<file path="config.mk">
export PLATFORM = sky130hd
export DESIGN_NAME = ppo_port0_rt
export DESIGN_NICKNAME = d
export VERILOG_FILES = /design/src/core/ppo_pkg.sv /design/src/core/ppo_trig_sync.sv /design/src/core/ppo_pin_drive.sv /design/src/core/ppo_port0_rt.sv
export SDC_FILE = /design/constraint.sdc
export NUM_CORES = 1
export LEC_CHECK = 0
export ABC_AREA = 1
export BUFFER_PORTS_ARGS = -buffer_cell sky130_fd_sc_hd__buf_2
export CAP_MARGIN = 20
export CELL_PAD_IN_SITES_DETAIL_PLACEMENT = 0
export CELL_PAD_IN_SITES_GLOBAL_PLACEMENT = 2
export CORE_UTILIZATION = 28
export CTS_BUF_LIST = sky130_fd_sc_hd__clkbuf_4 sky130_fd_sc_hd__clkbuf_8 sky130_fd_sc_hd__clkbuf_16
export DETAILED_ROUTE_END_ITERATION = 10
export PLACE_DENSITY = 0.86
export SLEW_MARGIN = 0
export SYNTH_ARGS = -nofsm -noshare
export SYNTH_HDL_FRONTEND = slang
export SYNTH_HIERARCHICAL = 1
export SYNTH_SLANG_ARGS = --single-unit
</file>
<file path="constraint.sdc">
create_clock -name core_clk -period 3.5 [get_ports core_clk]
set_clock_uncertainty 0.15 [all_clocks]
set_input_delay 0.175 -clock core_clk [delete_from_list [all_inputs] [get_ports core_clk]]
set_output_delay 0.175 -clock core_clk [all_outputs]
set_load 0.01 [all_outputs]
</file>
<file path="src/core/ppo_pkg.sv">
// shared constants for the port 0 real-time output block
package ppo_pkg;

  // register byte offsets
  localparam logic [4:0] PPO_OFF_DRIVE_MODE = 5'h00;
  localparam logic [4:0] PPO_OFF_RT_CTRL = 5'h04;
  localparam logic [4:0] PPO_OFF_LOW_BUF = 5'h08;
  localparam logic [4:0] PPO_OFF_HIGH_BUF = 5'h0C;
  localparam logic [4:0] PPO_OFF_LATCH = 5'h10;

  // real-time control register fields
  localparam int RTC_LOW_EN = 0;
  localparam int RTC_HIGH_EN = 1;
  localparam int RTC_PIN_TRIG = 2;
  localparam int RTC_FALL_EDGE = 3;
  localparam int RTC_SOFT_TRIG = 4;

  // drive-mode encodings and reset values
  localparam logic [7:0] DRIVE_ALL_ON = 8'h00;
  localparam logic [7:0] DRIVE_ALL_OFF = 8'hFF;
  localparam logic [7:0] DRIVE_RESET = 8'hFF;
  localparam logic [7:0] LATCH_RESET = 8'h00;
  localparam logic [3:0] BUF_RESET = 4'h0;
  localparam logic [7:0] OE_N_ALL_OFF = 8'hFF;

  // bus responses
  localparam logic [1:0] RESP_OKAY = 2'h0;
  localparam logic [1:0] RESP_SLVERR = 2'h2;
  localparam logic [31:0] RDATA_ZERO = 32'h0000_0000;

  // synchroniser depth before logic may read the trigger pin
  localparam int SYNC_STAGES = 2;

endpackage : ppo_pkg

</file>
<file path="src/core/ppo_trig_sync.sv">
// trigger pin synchroniser and edge detector
`timescale 1ns/1ps
module ppo_trig_sync import ppo_pkg::*; (
  // clock and reset
  input wire logic core_clk,
  input wire logic sys_rst,
  // pin and edge choice
  input wire logic extIrqPinZero,
  input wire logic fallEdge,
  // one-cycle event
  output logic edgePulse
);

  logic meta_ff;
  logic sync_ff;
  logic last_ff;
  logic nxt_meta;
  logic nxt_sync;
  logic nxt_last;

  // only the second stage and later are looked at by logic
  always_comb begin
    nxt_meta = extIrqPinZero;
    nxt_sync = meta_ff;
    nxt_last = sync_ff;
  end

  always_ff @(posedge core_clk) begin
    if (sys_rst) begin
      meta_ff <= 1'b0;
      sync_ff <= 1'b0;
      last_ff <= 1'b0;
    end else begin
      meta_ff <= nxt_meta;
      sync_ff <= nxt_sync;
      last_ff <= nxt_last;
    end
  end

  assign edgePulse = fallEdge ? (last_ff & ~sync_ff) : (sync_ff & ~last_ff);

endmodule : ppo_trig_sync

</file>
<file path="src/core/ppo_pin_drive.sv">
// port 0 pin driver: output enables and registered pin data
`timescale 1ns/1ps
module ppo_pin_drive import ppo_pkg::*; (
  // clock and reset
  input wire logic core_clk,
  input wire logic sys_rst,
  // control
  input wire logic [7:0] driveMode,
  input wire logic lowRtEn,
  input wire logic highRtEn,
  input wire logic [7:0] latchData,
  // pins
  output logic [7:0] pinsOut,
  output logic [7:0] pinsOe_n
);

  logic [7:0] out_ff;
  logic [7:0] oeN_ff;
  logic [7:0] nxt_out;
  logic [7:0] nxt_oeN;

  always_comb begin
    nxt_out = latchData;
    // 00 drives all, FF floats all; other codes are unsupported and fall to per-bit
    nxt_oeN = driveMode;
    // a real-time group drives its pins whatever the drive mode holds
    if (lowRtEn) begin
      nxt_oeN[3:0] = 4'h0;
    end
    if (highRtEn) begin
      nxt_oeN[7:4] = 4'h0;
    end
  end

  always_ff @(posedge core_clk) begin
    if (sys_rst) begin
      out_ff <= LATCH_RESET;
      oeN_ff <= OE_N_ALL_OFF;
    end else begin
      out_ff <= nxt_out;
      oeN_ff <= nxt_oeN;
    end
  end

  assign pinsOut = out_ff;
  assign pinsOe_n = oeN_ff;

endmodule : ppo_pin_drive

</file>
<file path="src/core/ppo_port0_rt.sv">
// port 0 output port with real-time output and an AXI4-Lite register slave
`timescale 1ns/1ps

// Summary of operation
// - drive mode 00 turns all eight output buffers on and FF floats all eight pins.
// - the drive mode is loaded only by a whole-byte write and always reads back as zero.
// - reset sets the drive mode to FF so every pin floats.
// - after reset the pins float and the latch content is to be treated as undefined.
// - the real-time function runs as two 4-bit groups or, with both enabled, as one 8-bit group.
// - in real-time mode the pins show the group buffers, copied on each trigger.
// - software sets both group enables to make the port a full real-time port.
// - an enabled real-time group drives its pins from the latch whatever the drive mode.
// - the latch takes data from processor writes and holds it until loaded again.
// - processor writes to the latch are ignored for groups in real-time mode.
// - the latch always reads back its current contents, real-time mode or not.
// - the trigger can come from the external interrupt pin zero.
module ppo_port0_rt import ppo_pkg::*; #(
  parameter int ADDR_W = 5
) (
  // clock and reset
  input wire logic core_clk,
  input wire logic sys_rst,
  // axi4-lite write address
  input wire logic [ADDR_W-1:0] s_axi_awaddr,
  input wire logic s_axi_awvalid,
  output logic s_axi_awready,
  // axi4-lite write data
  input wire logic [31:0] s_axi_wdata,
  input wire logic [3:0] s_axi_wstrb,
  input wire logic s_axi_wvalid,
  output logic s_axi_wready,
  // axi4-lite write response
  output logic [1:0] s_axi_bresp,
  output logic s_axi_bvalid,
  input wire logic s_axi_bready,
  // axi4-lite read address
  input wire logic [ADDR_W-1:0] s_axi_araddr,
  input wire logic s_axi_arvalid,
  output logic s_axi_arready,
  // axi4-lite read data
  output logic [31:0] s_axi_rdata,
  output logic [1:0] s_axi_rresp,
  output logic s_axi_rvalid,
  input wire logic s_axi_rready,
  // trigger pin
  input wire logic extIrqPinZero,
  // port pins
  output logic [7:0] port0PinsOut,
  output logic [7:0] port0PinsOe_n
);

  // replaces the enabled nibbles of old with those of fresh
  function automatic logic [7:0] mergeGroups(input logic [7:0] old, input logic [7:0] fresh,
                                             input logic lowSel, input logic highSel);
    logic [7:0] res;
    res = old;
    if (lowSel) begin
      res[3:0] = fresh[3:0];
    end
    if (highSel) begin
      res[7:4] = fresh[7:4];
    end
    return res;
  endfunction : mergeGroups

  function automatic logic isMapped(input logic [ADDR_W-1:0] addr);
    return (addr == ADDR_W'(PPO_OFF_DRIVE_MODE)) || (addr == ADDR_W'(PPO_OFF_RT_CTRL)) ||
           (addr == ADDR_W'(PPO_OFF_LOW_BUF)) || (addr == ADDR_W'(PPO_OFF_HIGH_BUF)) ||
           (addr == ADDR_W'(PPO_OFF_LATCH));
  endfunction : isMapped

  // bus state
  logic awHeld_ff, nxt_awHeld;
  logic [ADDR_W-1:0] awAddr_ff, nxt_awAddr;
  logic wHeld_ff, nxt_wHeld;
  logic [31:0] wData_ff, nxt_wData;
  logic [3:0] wStrb_ff, nxt_wStrb;
  logic bValid_ff, nxt_bValid;
  logic [1:0] bResp_ff, nxt_bResp;
  logic rValid_ff, nxt_rValid;
  logic [31:0] rData_ff, nxt_rData;
  logic [1:0] rResp_ff, nxt_rResp;

  // port state
  logic [7:0] driveMode_ff, nxt_driveMode;
  logic lowEn_ff, nxt_lowEn;
  logic highEn_ff, nxt_highEn;
  logic pinTrigEn_ff, nxt_pinTrigEn;
  logic fallEdge_ff, nxt_fallEdge;
  logic [3:0] lowBuf_ff, nxt_lowBuf;
  logic [3:0] highBuf_ff, nxt_highBuf;
  logic [7:0] latch_ff, nxt_latch;

  logic commit;
  logic byteOk;
  logic latchWr;
  logic softTrig;
  logic pinEdge;
  logic trigger;

  assign s_axi_awready = ~awHeld_ff;
  assign s_axi_wready = ~wHeld_ff;
  assign s_axi_arready = ~rValid_ff;
  assign s_axi_bvalid = bValid_ff;
  assign s_axi_bresp = bResp_ff;
  assign s_axi_rvalid = rValid_ff;
  assign s_axi_rdata = rData_ff;
  assign s_axi_rresp = rResp_ff;

  // the response waits until the previous one is gone, so one write is in flight
  assign commit = awHeld_ff & wHeld_ff & ~bValid_ff;
  // only the low byte lane carries data; a write without it stores nothing
  assign byteOk = wStrb_ff[0];
  assign latchWr = commit & byteOk & (awAddr_ff == ADDR_W'(PPO_OFF_LATCH));
  assign softTrig = commit & byteOk & (awAddr_ff == ADDR_W'(PPO_OFF_RT_CTRL)) & wData_ff[RTC_SOFT_TRIG];
  assign trigger = softTrig | (pinTrigEn_ff & pinEdge);

  ppo_trig_sync u_sync (
    .core_clk(core_clk),
    .sys_rst(sys_rst),
    .extIrqPinZero(extIrqPinZero),
    .fallEdge(fallEdge_ff),
    .edgePulse(pinEdge)
  );

  ppo_pin_drive u_drive (
    .core_clk(core_clk),
    .sys_rst(sys_rst),
    .driveMode(driveMode_ff),
    .lowRtEn(lowEn_ff),
    .highRtEn(highEn_ff),
    .latchData(latch_ff),
    .pinsOut(port0PinsOut),
    .pinsOe_n(port0PinsOe_n)
  );

  // bus channel handling
  always_comb begin
    nxt_awHeld = awHeld_ff;
    nxt_awAddr = awAddr_ff;
    nxt_wHeld = wHeld_ff;
    nxt_wData = wData_ff;
    nxt_wStrb = wStrb_ff;
    nxt_bValid = bValid_ff;
    nxt_bResp = bResp_ff;
    nxt_rValid = rValid_ff;
    nxt_rData = rData_ff;
    nxt_rResp = rResp_ff;
    if (s_axi_awvalid && !awHeld_ff) begin
      nxt_awHeld = 1'b1;
      nxt_awAddr = s_axi_awaddr;
    end
    if (s_axi_wvalid && !wHeld_ff) begin
      nxt_wHeld = 1'b1;
      nxt_wData = s_axi_wdata;
      nxt_wStrb = s_axi_wstrb;
    end
    if (bValid_ff && s_axi_bready) begin
      nxt_bValid = 1'b0;
    end
    if (commit) begin
      nxt_awHeld = 1'b0;
      nxt_wHeld = 1'b0;
      nxt_bValid = 1'b1;
      nxt_bResp = isMapped(awAddr_ff) ? RESP_OKAY : RESP_SLVERR;
    end
    if (rValid_ff && s_axi_rready) begin
      nxt_rValid = 1'b0;
    end
    if (s_axi_arvalid && !rValid_ff) begin
      nxt_rValid = 1'b1;
      nxt_rResp = isMapped(s_axi_araddr) ? RESP_OKAY : RESP_SLVERR;
      nxt_rData = RDATA_ZERO;
      // the drive mode has no read path and returns zero
      if (s_axi_araddr == ADDR_W'(PPO_OFF_RT_CTRL)) begin
        nxt_rData[RTC_LOW_EN] = lowEn_ff;
        nxt_rData[RTC_HIGH_EN] = highEn_ff;
        nxt_rData[RTC_PIN_TRIG] = pinTrigEn_ff;
        nxt_rData[RTC_FALL_EDGE] = fallEdge_ff;
      end else if (s_axi_araddr == ADDR_W'(PPO_OFF_LOW_BUF)) begin
        nxt_rData[3:0] = lowBuf_ff;
      end else if (s_axi_araddr == ADDR_W'(PPO_OFF_HIGH_BUF)) begin
        nxt_rData[3:0] = highBuf_ff;
      end else if (s_axi_araddr == ADDR_W'(PPO_OFF_LATCH)) begin
        nxt_rData[7:0] = latch_ff;
      end
    end
  end

  always_ff @(posedge core_clk) begin
    if (sys_rst) begin
      awHeld_ff <= 1'b0;
      awAddr_ff <= '0;
      wHeld_ff <= 1'b0;
      wData_ff <= RDATA_ZERO;
      wStrb_ff <= 4'h0;
      bValid_ff <= 1'b0;
      bResp_ff <= RESP_OKAY;
      rValid_ff <= 1'b0;
      rData_ff <= RDATA_ZERO;
      rResp_ff <= RESP_OKAY;
    end else begin
      awHeld_ff <= nxt_awHeld;
      awAddr_ff <= nxt_awAddr;
      wHeld_ff <= nxt_wHeld;
      wData_ff <= nxt_wData;
      wStrb_ff <= nxt_wStrb;
      bValid_ff <= nxt_bValid;
      bResp_ff <= nxt_bResp;
      rValid_ff <= nxt_rValid;
      rData_ff <= nxt_rData;
      rResp_ff <= nxt_rResp;
    end
  end

  // port registers and output latch
  always_comb begin
    nxt_driveMode = driveMode_ff;
    nxt_lowEn = lowEn_ff;
    nxt_highEn = highEn_ff;
    nxt_pinTrigEn = pinTrigEn_ff;
    nxt_fallEdge = fallEdge_ff;
    nxt_lowBuf = lowBuf_ff;
    nxt_highBuf = highBuf_ff;
    nxt_latch = latch_ff;
    if (commit && byteOk) begin
      case (awAddr_ff)
        ADDR_W'(PPO_OFF_DRIVE_MODE): nxt_driveMode = wData_ff[7:0];
        ADDR_W'(PPO_OFF_RT_CTRL): begin
          // both enables set make the full 8-bit real-time port
          nxt_lowEn = wData_ff[RTC_LOW_EN];
          nxt_highEn = wData_ff[RTC_HIGH_EN];
          nxt_pinTrigEn = wData_ff[RTC_PIN_TRIG];
          nxt_fallEdge = wData_ff[RTC_FALL_EDGE];
        end
        ADDR_W'(PPO_OFF_LOW_BUF): nxt_lowBuf = wData_ff[3:0];
        ADDR_W'(PPO_OFF_HIGH_BUF): nxt_highBuf = wData_ff[3:0];
        default: ;
      endcase
    end
    // cpu writes reach only groups not in real-time mode
    if (latchWr) begin
      nxt_latch = mergeGroups(latch_ff, wData_ff[7:0], ~lowEn_ff, ~highEn_ff);
    end
    // a trigger lands both enabled groups together in one cycle
    if (trigger) begin
      nxt_latch = mergeGroups(nxt_latch, {highBuf_ff, lowBuf_ff}, lowEn_ff, highEn_ff);
    end
  end

  always_ff @(posedge core_clk) begin
    if (sys_rst) begin
      driveMode_ff <= DRIVE_RESET;
      lowEn_ff <= 1'b0;
      highEn_ff <= 1'b0;
      pinTrigEn_ff <= 1'b0;
      fallEdge_ff <= 1'b0;
      lowBuf_ff <= BUF_RESET;
      highBuf_ff <= BUF_RESET;
      // reset value only keeps simulation clean; software must not rely on it
      latch_ff <= LATCH_RESET;
    end else begin
      driveMode_ff <= nxt_driveMode;
      lowEn_ff <= nxt_lowEn;
      highEn_ff <= nxt_highEn;
      pinTrigEn_ff <= nxt_pinTrigEn;
      fallEdge_ff <= nxt_fallEdge;
      lowBuf_ff <= nxt_lowBuf;
      highBuf_ff <= nxt_highBuf;
      latch_ff <= nxt_latch;
    end
  end
endmodule : ppo_port0_rt

</file>
==> impl_metrics.py, run 1 <==
metrics = {
    "run_status": {
        "status": "complete, no violations",
    },
    "sta": {
        "maxSlewHeadroom_pct": 60.5,
        "maxSlewViolCount": 0,
        "timing.fmax_ghz": 0.541,
        "post-route-period-util_pct": 52.8,
        "finalHoldViolCount": 0,
        "worst_pin_slew_ns": 0.592,
        "rsz0062_at_grt": "false",
        "min_period_ns": 1.85,
        "setup_tns_ns": 0,
        "setup_viol": 0,
    },
    "synthesis": {
        "synth_mux_area_share_pct": 2.51,
        "netlist_area_mm2": 0.00319,
        "yosys_warnings": 6,
        "syn_inst": 442,
        "synth-xor-area-share_pct": 0,
        "synthDistinctLibCells": 25,
        "synth-compound-area-share_pct": 10.2,
        "ys_ff_latch": 75,
        "synth_adder_area_share_pct": 0,
        "synth_top_family_by_area": "simple AND/OR/NAND/NOR gates",
        "avgSynthCellArea_um2": 7.23,
        "synthSimpleGateAreaFrac_pct": 26.1,
        "ys_seq_area_share_pct": 47.0,
    },
    "clock_tree": {
        "cts_root_buffer": "clkbuf_16",
        "cts_tree": "built",
        "htree_levels": 3,
        "cts.repair.resized": 0,
        "clk_transition_reported_paths_ns": 0.05,
        "cts_buffer_depth": 2,
        "cts_sinks": 75,
        "numCtsBuffers": 9,
        "clk_latency_ns": 0.33,
        "cts_setup_buffers": 0,
    },
    "global_route": {
        "grt_max_degree": 28,
        "grt_first_pass_wirelength_um": 12400,
        "grt_overflow": 0,
        "antenna_found_initial": 0,
        "grt_usage_pct": 13.8,
        "grt_pass1_vias": 2603,
    },
    "route": {
        "ant_nets": 0,
        "routed_wl_um": 7490,
        "initialDrtViolationCount": 126,
        "num_vias": 2828,
        "dr.pass1.iters": 4,
        "routedWlPerCell_um": 11.3,
        "routed_via_density": 4.26,
        "remaining_drc_errors": 0,
    },
    "power": {
        "vdd_drop_max_mv": 0.288,
        "p_total_uw": 2060,
        "p_leak_uw": 0.00186,
        "powerDensity_mw_per_mm2": 509,
    },
    "floorplanning": {
        "initial_utilization_pct": 29.1,
        "die_h_um": 109,
        "core_mm2": 0.0110,
        "die_w_um": 109,
        "num_rows": 38,
        "dieArea_mm2": 0.0118,
        "pin_count": 111,
    },
    "critical_path": {
        "slowest_delay_ns": 0.52,
        "cp_cell_sequence": "dlygate4sd3_1 > buf_2 > inv_1 > nor2_1 > clkinv_1 > o21ai_0 > a21oi_1",
        "crit_start": "s_axi_wvalid",
        "reg2reg_setup_slack_ns": 1.79,
        "rr_endpoint": "wStrb_ff[0]$_SDFFE_PP0P_",
        "reg2reg_depth": 4,
        "arrival_ns": 1.91,
        "r2r-start": "wHeld_ff$_SDFFE_PP0P_",
        "cp-end-kind": "register",
        "critPathSlowestCell": "dlygate4sd3_1",
        "path_class": "in2reg",
        "cp_data_required_time_ns": 3.56,
        "crit_path_max_fanout": 10,
        "cp-start-kind": "input pin",
    },
    "hold_path": {
        "holdPathStages": 3,
        "hp-class": "in2reg",
        "holdPathEnd": "wStrb_ff[0]$_SDFFE_PP0P_",
        "min_from": "s_axi_wstrb[0]",
    },
    "flow_run": {
        "max-cap-violations": 0,
    },
    "cells_and_area": {
        "area_growth_pct": 26.4,
        "layout_commonest_cell": "nor2_1",
        "final_net_count": 573,
        "drive_gt1_share_pct": 16.0,
        "fillers": 1182,
        "final_cell_mix": "nor2_1, dfxtp_1, nand2_1, buf_2, inv_1",
        "layout.cells.non_filler": 664,
        "diodes": 0,
    },
    "placement": {
        "hpwl_um": 5350,
        "place_congestion": 0.800,
        "numPortBuffers": 57,
        "dp_cells": 631,
    },
}
==> cell families (layout without fill, tap and decap cells) <==
| group | after synthesis | count (layout) |
|---|---|---|
| compound gates | 64 | 64 |
| simple gates | 203 | 203 |
| buf+inv | 91 | 148 |
| flops | 75 | 75 |
| other cells | 1 | 26 |
| mux | 8 | 8 |
==> worst max path at each step <==
stage	endpoint
6_report	wStrb_ff[0]$_SDFFE_PP0P_
5_1_grt	wStrb_ff[0]$_SDFFE_PP0P_
4_1_cts	wStrb_ff[0]$_SDFFE_PP0P_
3_5_place_dp	s_axi_rdata[7]$_SDFFE_PP0P_
3_3_place_gp	s_axi_rdata[4]$_SDFFE_PP0P_
2_1_floorplan	lowBuf_ff[0]$_SDFFE_PP0P_
==> state kept, by name, summed over array words and instances, names as in the netlist <==
name	cells
driveMode_ff	8
fallEdge_ff	1
lowEn_ff	1
s_axi_rdata	8
s_axi_bresp	1
highEn_ff	1
u_drive/pinsOe_n	8
u_sync/nxt_last	1
u_sync/meta_ff	1
wData_ff	8
s_axi_bvalid	1
u_drive/pinsOut	8
wStrb_ff	1
latch_ff	8
pinTrigEn_ff	1
highBuf_ff	4
awAddr_ff	5
u_sync/last_ff	1
lowBuf_ff	4
wHeld_ff	1
s_axi_rresp	1
s_axi_rvalid	1
awHeld_ff	1
==> cells in the mapped netlist, drive strengths merged <==
| master | count | area share [%] |
|---|---|---|
| nor2 | 99 | 12 |
| dfxtp | 75 | 47 |
| nand2 | 74 | 8.9 |
| inv | 55 | 6.5 |
| o21ai | 39 | 6.1 |
| buf | 29 | 6.7 |
| a21oi | 23 | 3.6 |
| nand3 | 21 | 3.4 |
| mux2i | 8 | 2.5 |
| clkbuf | 6 | 0.71 |
| nand4 | 6 | 1.2 |
| nor3 | 2 | 0.31 |
| clkinv | 1 | 0.12 |
| conb | 1 | 0.12 |
| o21a | 1 | 0.24 |
| o31ai | 1 | 0.24 |
| or2 | 1 | 0.20 |
==> power breakdown <==
| part | leakage (uW) | internal, uW | switching (uW) | total [uW] |
|---|---|---|---|---|
| combinational | 0.00110 | 61.8 | 94.8 | 157 |
| clock | 0.000153 | 633 | 359 | 992 |
| sequential | 0.000611 | 881 | 25.4 | 907 |
| total | 0.00186 | 1580 | 479 | 2060 |
==> metrics by stage <==
| step | setup slack [ns] | util (%) | hold slack, ns | instance area, um^2 |
|---|---|---|---|---|
| 3_3_place_gp | 1.39 | 32.0 | 0.233 | 3520 |
| 4_1_cts | 1.61 | 36.8 | 0.00132 | 4040 |
| 2_1_floorplan | 2.12 | - | 0.0941 | 3290 |
| 6_report | 1.65 | 36.8 | 0.00101 | 4040 |
| 5_1_grt | 1.46 | 36.8 | 0.0445 | 4040 |
| 3_5_place_dp | 1.65 | 32.3 | 0.237 | 3550 |
==> layout make-up <==
cell class	count	area [um^2]	share of cell area, %
clock buffer	10	233	5.76
tap	140	175	4.34
clock inverter	6	88.8	2.20
timing repair buffer	76	490	12.1
inverter	56	213	5.27
multi-input combinational	301	1340	33.1
sequential	75	1500	37.2
==> routing by layer <==
layer | global-route usage [%] | part of all wire (%) | vias to the layer above
li1 | - | - | 1485
met1 | 18.0 | 51 | 1259
met2 | 21.4 | 43 | 74
met3 | 3.65 | 4.5 | 10
met4 | 5.50 | 1.6 | 0
met5 | 0 | 0 | -
==> critical path, delay by kind of cell <==
| kind | cells | cell delay (ns) |
|---|---|---|
| AND/OR/NAND/NOR | 1 | 0.40 |
| AO/OA/AOI/OAI | 2 | 0.29 |
| buffers and inverters | 4 | 1.04 |
==> timing repair <==
item | in CTS | in global routing
hold buffers | 17 | 0
endpoints found under the setup margin | 0 | 0
endpoints found under the hold margin | 17 | 0
Note: power is estimated with default switching activity, not from simulation.
==> run 2: changes to the inputs <==
ABC_AREA = 0   (was 1)
CORE_UTILIZATION = 29   (was 28)
PLACE_DENSITY = 0.82   (was 0.86)
clock period = 1.9 ns   (was 3.5 ns; I/O delays follow)
==> impl_metrics.py, run 2 <==
metrics = {
    "clock_tree": {
        "clk_latency_ns": 0.34,
        "numCtsBuffers": 9,
        "cts_buffer_depth": 2,
        "clk_transition_reported_paths_ns": 0.08,
        "cts_root_buffer": "clkbuf_8",
        "cts_tree": "built",
        "cts_sinks": 75,
        "htree_levels": 3,
    },
    "critical_path": {
        "crit_path_max_fanout": 8,
        "arrival_ns": 1.83,
        "reg2reg_setup_slack_ns": 0.18,
        "path_class": "reg2reg",
        "cp_data_required_time_ns": 2.00,
        "cp-start-kind": "register",
        "cp-end-kind": "register",
    },
    "route": {
        "remaining_drc_errors": 0,
        "routed_wl_um": 6860,
        "dr.pass1.iters": 4,
        "routed_via_density": 4.48,
        "ant_nets": 0,
        "initialDrtViolationCount": 112,
        "num_vias": 2475,
        "routedWlPerCell_um": 12.4,
    },
    "placement": {
        "hpwl_um": 4820,
        "post-place-ws_ns": 0.213,
        "place_congestion": 0.757,
        "numPortBuffers": 57,
        "place_area_mm2": 0.00347,
    },
    "global_route": {
        "grt_first_pass_wirelength_um": 11500,
        "grt_usage_pct": 12.9,
        "grt_overflow": 0,
        "antenna_found_initial": 0,
        "grt_pass1_vias": 2342,
        "grt_max_degree": 59,
    },
    "cells_and_area": {
        "area_growth_pct": 22.9,
        "final_net_count": 465,
        "drive_gt1_share_pct": 20.2,
        "diodes": 0,
        "postLayoutCellArea_mm2": 0.00389,
        "final_cell_mix": "dfxtp_1, buf_2, nor2_1, nand2_1, conb_1",
        "layout_commonest_cell": "dfxtp_1",
    },
    "sta": {
        "maxSlewHeadroom_pct": 58.0,
        "final.setup.worst_slack_ns": 0.176,
        "maxSlewViolCount": 0,
        "setup_tns_ns": 0,
        "finalHoldViolCount": 0,
        "rsz0062_at_grt": "false",
        "setup_viol": 0,
        "min_period_ns": 1.72,
        "timing.fmax_ghz": 0.580,
        "post-route-period-util_pct": 90.8,
        "worst_pin_slew_ns": 0.629,
    },
    "floorplanning": {
        "initial_utilization_pct": 30.2,
        "dieArea_mm2": 0.0113,
        "pin_count": 111,
        "die_h_um": 106,
        "core_mm2": 0.0105,
        "num_rows": 37,
        "die_w_um": 106,
    },
    "synthesis": {
        "synth_top_flop_cell": "dfxtp_1",
        "ys_ff_latch": 75,
        "yosys-top-cells-count": "dfxtp_1, nor2_1, buf_4, nand2_1, mux2i_1",
        "yosys_warnings": 6,
        "async_reset_ff_share_pct": 0,
        "syn_inst": 335,
        "ys_seq_area_share_pct": 47.4,
        "synth_top_area_share_pct": 47.4,
        "avgSynthCellArea_um2": 9.45,
        "yosys.area.top_type": "dfxtp_1",
        "synthTopCellsByArea": "dfxtp_1, mux2i_1, buf_4",
        "synthDistinctLibCells": 39,
        "synth_edf_count": 0,
        "post-synth-top-count-cell": "dfxtp_1",
        "netlist_area_mm2": 0.00316,
    },
    "run_status": {
        "status": "complete, no violations",
    },
    "power": {
        "powerDensity_mw_per_mm2": 819,
        "vdd_drop_max_mv": 0.364,
        "p_leak_uw": 0.00172,
    },
    "flow_run": {
        "max-cap-violations": 0,
    },
    "hold_path": {
        "hp-class": "in2reg",
    },
}
-- run 2: cell count changes after synthesis, moves of 8 or more --
cell | previous run | this run
nor2_1 | 95 | 44
nand2_1 | 72 | 27
inv_1 | 54 | 14
o21ai_0 | 39 | 1
mux2i_1 | 8 | 25
nand3_1 | 20 | 6
a211oi_1 | 0 | 13
nor2b_1 | 0 | 11
a211o_1 | 0 | 8
a21o_1 | 0 | 8
-- run 2: worst paths after layout --
| kind | start | endpoint | cells after the start |
|---|---|---|---|
| max | awAddr_ff[4]$_SDFFE_PP0P_ | latch_ff[1]$_SDFF_PP0_ | 4 |
| min | s_axi_araddr[4] | s_axi_rdata[7]$_SDFFE_PP0P_ | 4 |
| max reg2reg | awAddr_ff[4]$_SDFFE_PP0P_ | latch_ff[1]$_SDFF_PP0_ | 4 |
| min reg2reg | s_axi_rresp[1]$_SDFFE_PP0P_ | s_axi_rresp[1]$_SDFFE_PP0P_ | 2 |
-- run 2: cell type report --
class                      instances  area (um^2)
clock buffer                      11          151
sequential                        75         1500
tap                              136          170
clock inverter                     5         61.3
multi-input combinational        231         1430
inverter                          14         52.6
fill                            1090         6570
timing repair buffer              80          523
-- run 2: power breakdown --
| group | switching [uW] | internal (uW) | leakage, uW |
|---|---|---|---|
| logic | 152 | 120 | 0.00101 |
| clock network | 580 | 680 | 0.0000978 |
| registers | 42.5 | 1610 | 0.000610 |
-- run 2: through the flow --
| stage | std cells | power (uW) | util, % | hold slack, ns |
|---|---|---|---|---|
| 2_1_floorplan | 360 | 1880 | - | 0.0166 |
| 3_3_place_gp | 515 | 1920 | 33.1 | 0.132 |
| 3_5_place_dp | 515 | 1930 | 33.1 | 0.141 |
| 4_1_cts | 552 | 3230 | 37.2 | 0.125 |
| 5_1_grt | 552 | 3340 | 37.2 | 0.155 |
| 6_report | 552 | 3180 | 37.2 | 0.150 |
-- run 2: routing by layer --
metal / vias up / wire, um / global-route usage [%]
li1: 1250 / - / -
met1: 1142 / 3430 / 16.8
met2: 81 / 3010 / 21.0
met3: 2 / 384 / 3.74
met4: 0 / 33 / 3.23
met5: - / 0 / 0
-- run 2: worst max-delay path: stages (launching register included) --
cell	delay, ns
dfxtp_1	0.48
nor4b_1	0.27
nand3_1	0.31
mux2i_1	0.20
a211oi_1	0.23
-- run 2: kinds of logic after synthesis --
| family | after synthesis | synth area share (%) |
|---|---|---|
| simple gates | 119 | 19.9 |
| flops | 75 | 47.4 |
| compound gates | 61 | 14.3 |
| buf+inv | 54 | 10.4 |
| mux | 25 | 7.91 |
| other cells | 1 | 0.119 |
-- run 2: timing repair --
action	4_1_cts	5_1_grt
endpoints found under the hold margin	24	0
gates resized for setup	0	0
hold buffers	21	0
buffers inserted	0	0
==> run 3: changes to the inputs <==
CORE_UTILIZATION = 31   (was 29)
PLACE_DENSITY = 0.87   (was 0.82)
clock period = 2.2 ns   (was 1.9 ns; I/O delays follow)
==> impl_metrics.py, run 3 (synthesis results as in run 2) <==
metrics = {
    "run_status": {
        "status": "complete, no violations",
    },
    "critical_path": {
        "critPathSlowestCell": "dfxtp_1",
        "cp-end-kind": "register",
        "cp_cell_sequence": "nor4b_1 > nand3_1 > mux2i_1 > a211oi_1",
        "arrival_ns": 1.86,
        "crit_buf_inv": 0,
        "path_delay_family": "simple AND/OR/NAND/NOR gates",
        "slowest_delay_ns": 0.49,
        "cp-start-kind": "register",
        "crit_path_max_fanout": 8,
        "cp_data_required_time_ns": 2.31,
        "reg2reg_setup_slack_ns": 0.45,
        "path_class": "reg2reg",
    },
    "route": {
        "num_vias": 2469,
        "dr_wl_met3_um": 344,
        "ant_nets": 0,
        "initialDrtViolationCount": 43,
        "routed_wl_um": 6770,
        "dr_wl_met2_um": 2950,
        "dr.pass1.iters": 4,
        "wl_met1_um": 3390,
        "highest-signal-layer": "met4",
        "remaining_drc_errors": 0,
        "routedWlPerCell_um": 12.4,
        "routed_via_density": 4.51,
    },
    "floorplanning": {
        "initial_utilization_pct": 32.2,
        "die_w_um": 103,
        "die_h_um": 103,
        "pin_count": 111,
        "core_mm2": 0.00982,
        "dieArea_mm2": 0.0106,
        "num_rows": 36,
    },
    "global_route": {
        "grt_overflow": 0,
        "grt_first_pass_wirelength_um": 10900,
        "grt_usage_pct": 13.6,
        "grt_max_degree": 45,
        "grt_pass1_vias": 2267,
        "antenna_found_initial": 0,
    },
    "placement": {
        "numPortBuffers": 57,
        "hpwl_um": 4700,
        "post-place-ws_ns": 0.461,
        "place_congestion": 0.773,
        "place_area_mm2": 0.00346,
    },
    "clock_tree": {
        "clk_transition_reported_paths_ns": 0.08,
        "cts_sinks": 75,
        "clk_latency_ns": 0.35,
        "htree_levels": 3,
        "cts_tree": "built",
        "cts_root_buffer": "clkbuf_8",
        "cts_setup_buffers": 0,
        "numCtsBuffers": 9,
        "cts_buffer_depth": 2,
    },
    "sta": {
        "setup_tns_ns": 0,
        "min_period_ns": 1.75,
        "finalHoldViolCount": 0,
        "post-route-period-util_pct": 79.5,
        "timing.fmax_ghz": 0.572,
        "rsz0062_at_grt": "false",
        "holdWs_ns": 0.00938,
        "maxSlewHeadroom_pct": 57.4,
        "final.setup.worst_slack_ns": 0.451,
        "setup_viol": 0,
        "maxSlewViolCount": 0,
        "worst_pin_slew_ns": 0.638,
    },
    "flow_run": {
        "max-cap-violations": 0,
    },
    "cells_and_area": {
        "diodes": 0,
        "utilization_pct": 39.2,
        "drive_gt1_share_pct": 20.2,
        "postLayoutCellArea_mm2": 0.00385,
        "final_cell_mix": "dfxtp_1, buf_2, nor2_1, nand2_1, conb_1",
        "final_net_count": 464,
        "layout_commonest_cell": "dfxtp_1",
        "area_growth_pct": 21.6,
        "fillers": 1032,
    },
    "power": {
        "powerDensity_mw_per_mm2": 689,
        "vdd_drop_max_mv": 0.213,
        "p_leak_uw": 0.00171,
    },
    "hold_path": {
        "hp-class": "in2reg",
    },
}
run 3: changes by cell type in the layout (fill, tap and decap cells not counted):
| cell | previous run | this run |
|---|---|---|
| clkinvlp_4 | 3 | 1 |
| inv_6 | 0 | 2 |
| bufinv_16 | 1 | 0 |
| clkbuf_8 | 11 | 10 |
| clkinv_2 | 0 | 1 |
| clkinv_4 | 1 | 2 |
| dlygate4sd3_1 | 21 | 20 |
run 3: area by class of cell:
type | instances | area (um^2) | area share (%)
Multi-Input combinational cell | 231 | 1430 | 37.1
Sequential cell | 75 | 1500 | 39.0
Tap cell | 133 | 166 | 4.33
Clock buffer | 10 | 138 | 3.58
Clock inverter | 6 | 47.5 | 1.24
Timing Repair Buffer | 79 | 513 | 13.3
Inverter | 14 | 52.6 | 1.37
run 3: what timing repair did:
action,4_1_cts,5_1_grt
gates resized for setup,0,0
hold endpoints to repair,19,0
hold buffers,20,0
run 3: power by group:
group / switching [uW] / leakage (uW) / internal, uW
registers: 36.3 / 0.000610 / 1390
logic: 131 / 0.00100 / 102
clock network: 542 / 0.0000933 / 450
run 3: layer usage:
metal / track usage, % / vias up
li1: - / 1251
met3: 3.93 / 6
met4: 5.53 / 0
met1: 18.0 / 1144
met2: 20.8 / 68
met5: 0 / -
run 3: final timing paths:
check	start	end	cells after the start
hold / removal	sys_rst	u_drive/pinsOut[2]$_SDFF_PP0_	2
hold reg to reg	u_sync/meta_ff$_SDFF_PP0_	u_sync/nxt_last$_SDFF_PP0_	1
setup reg to reg	awAddr_ff[4]$_SDFFE_PP0P_	latch_ff[2]$_SDFF_PP0_	4
setup / recovery	awAddr_ff[4]$_SDFFE_PP0P_	latch_ff[2]$_SDFF_PP0_	4
run 3: stage by stage:
step / power (uW) / std cells
6_report: 2650 / 548
5_1_grt: 2770 / 548
4_1_cts: 2680 / 548
3_5_place_dp: 1660 / 512
3_3_place_gp: 1660 / 512
2_1_floorplan: 1620 / 360
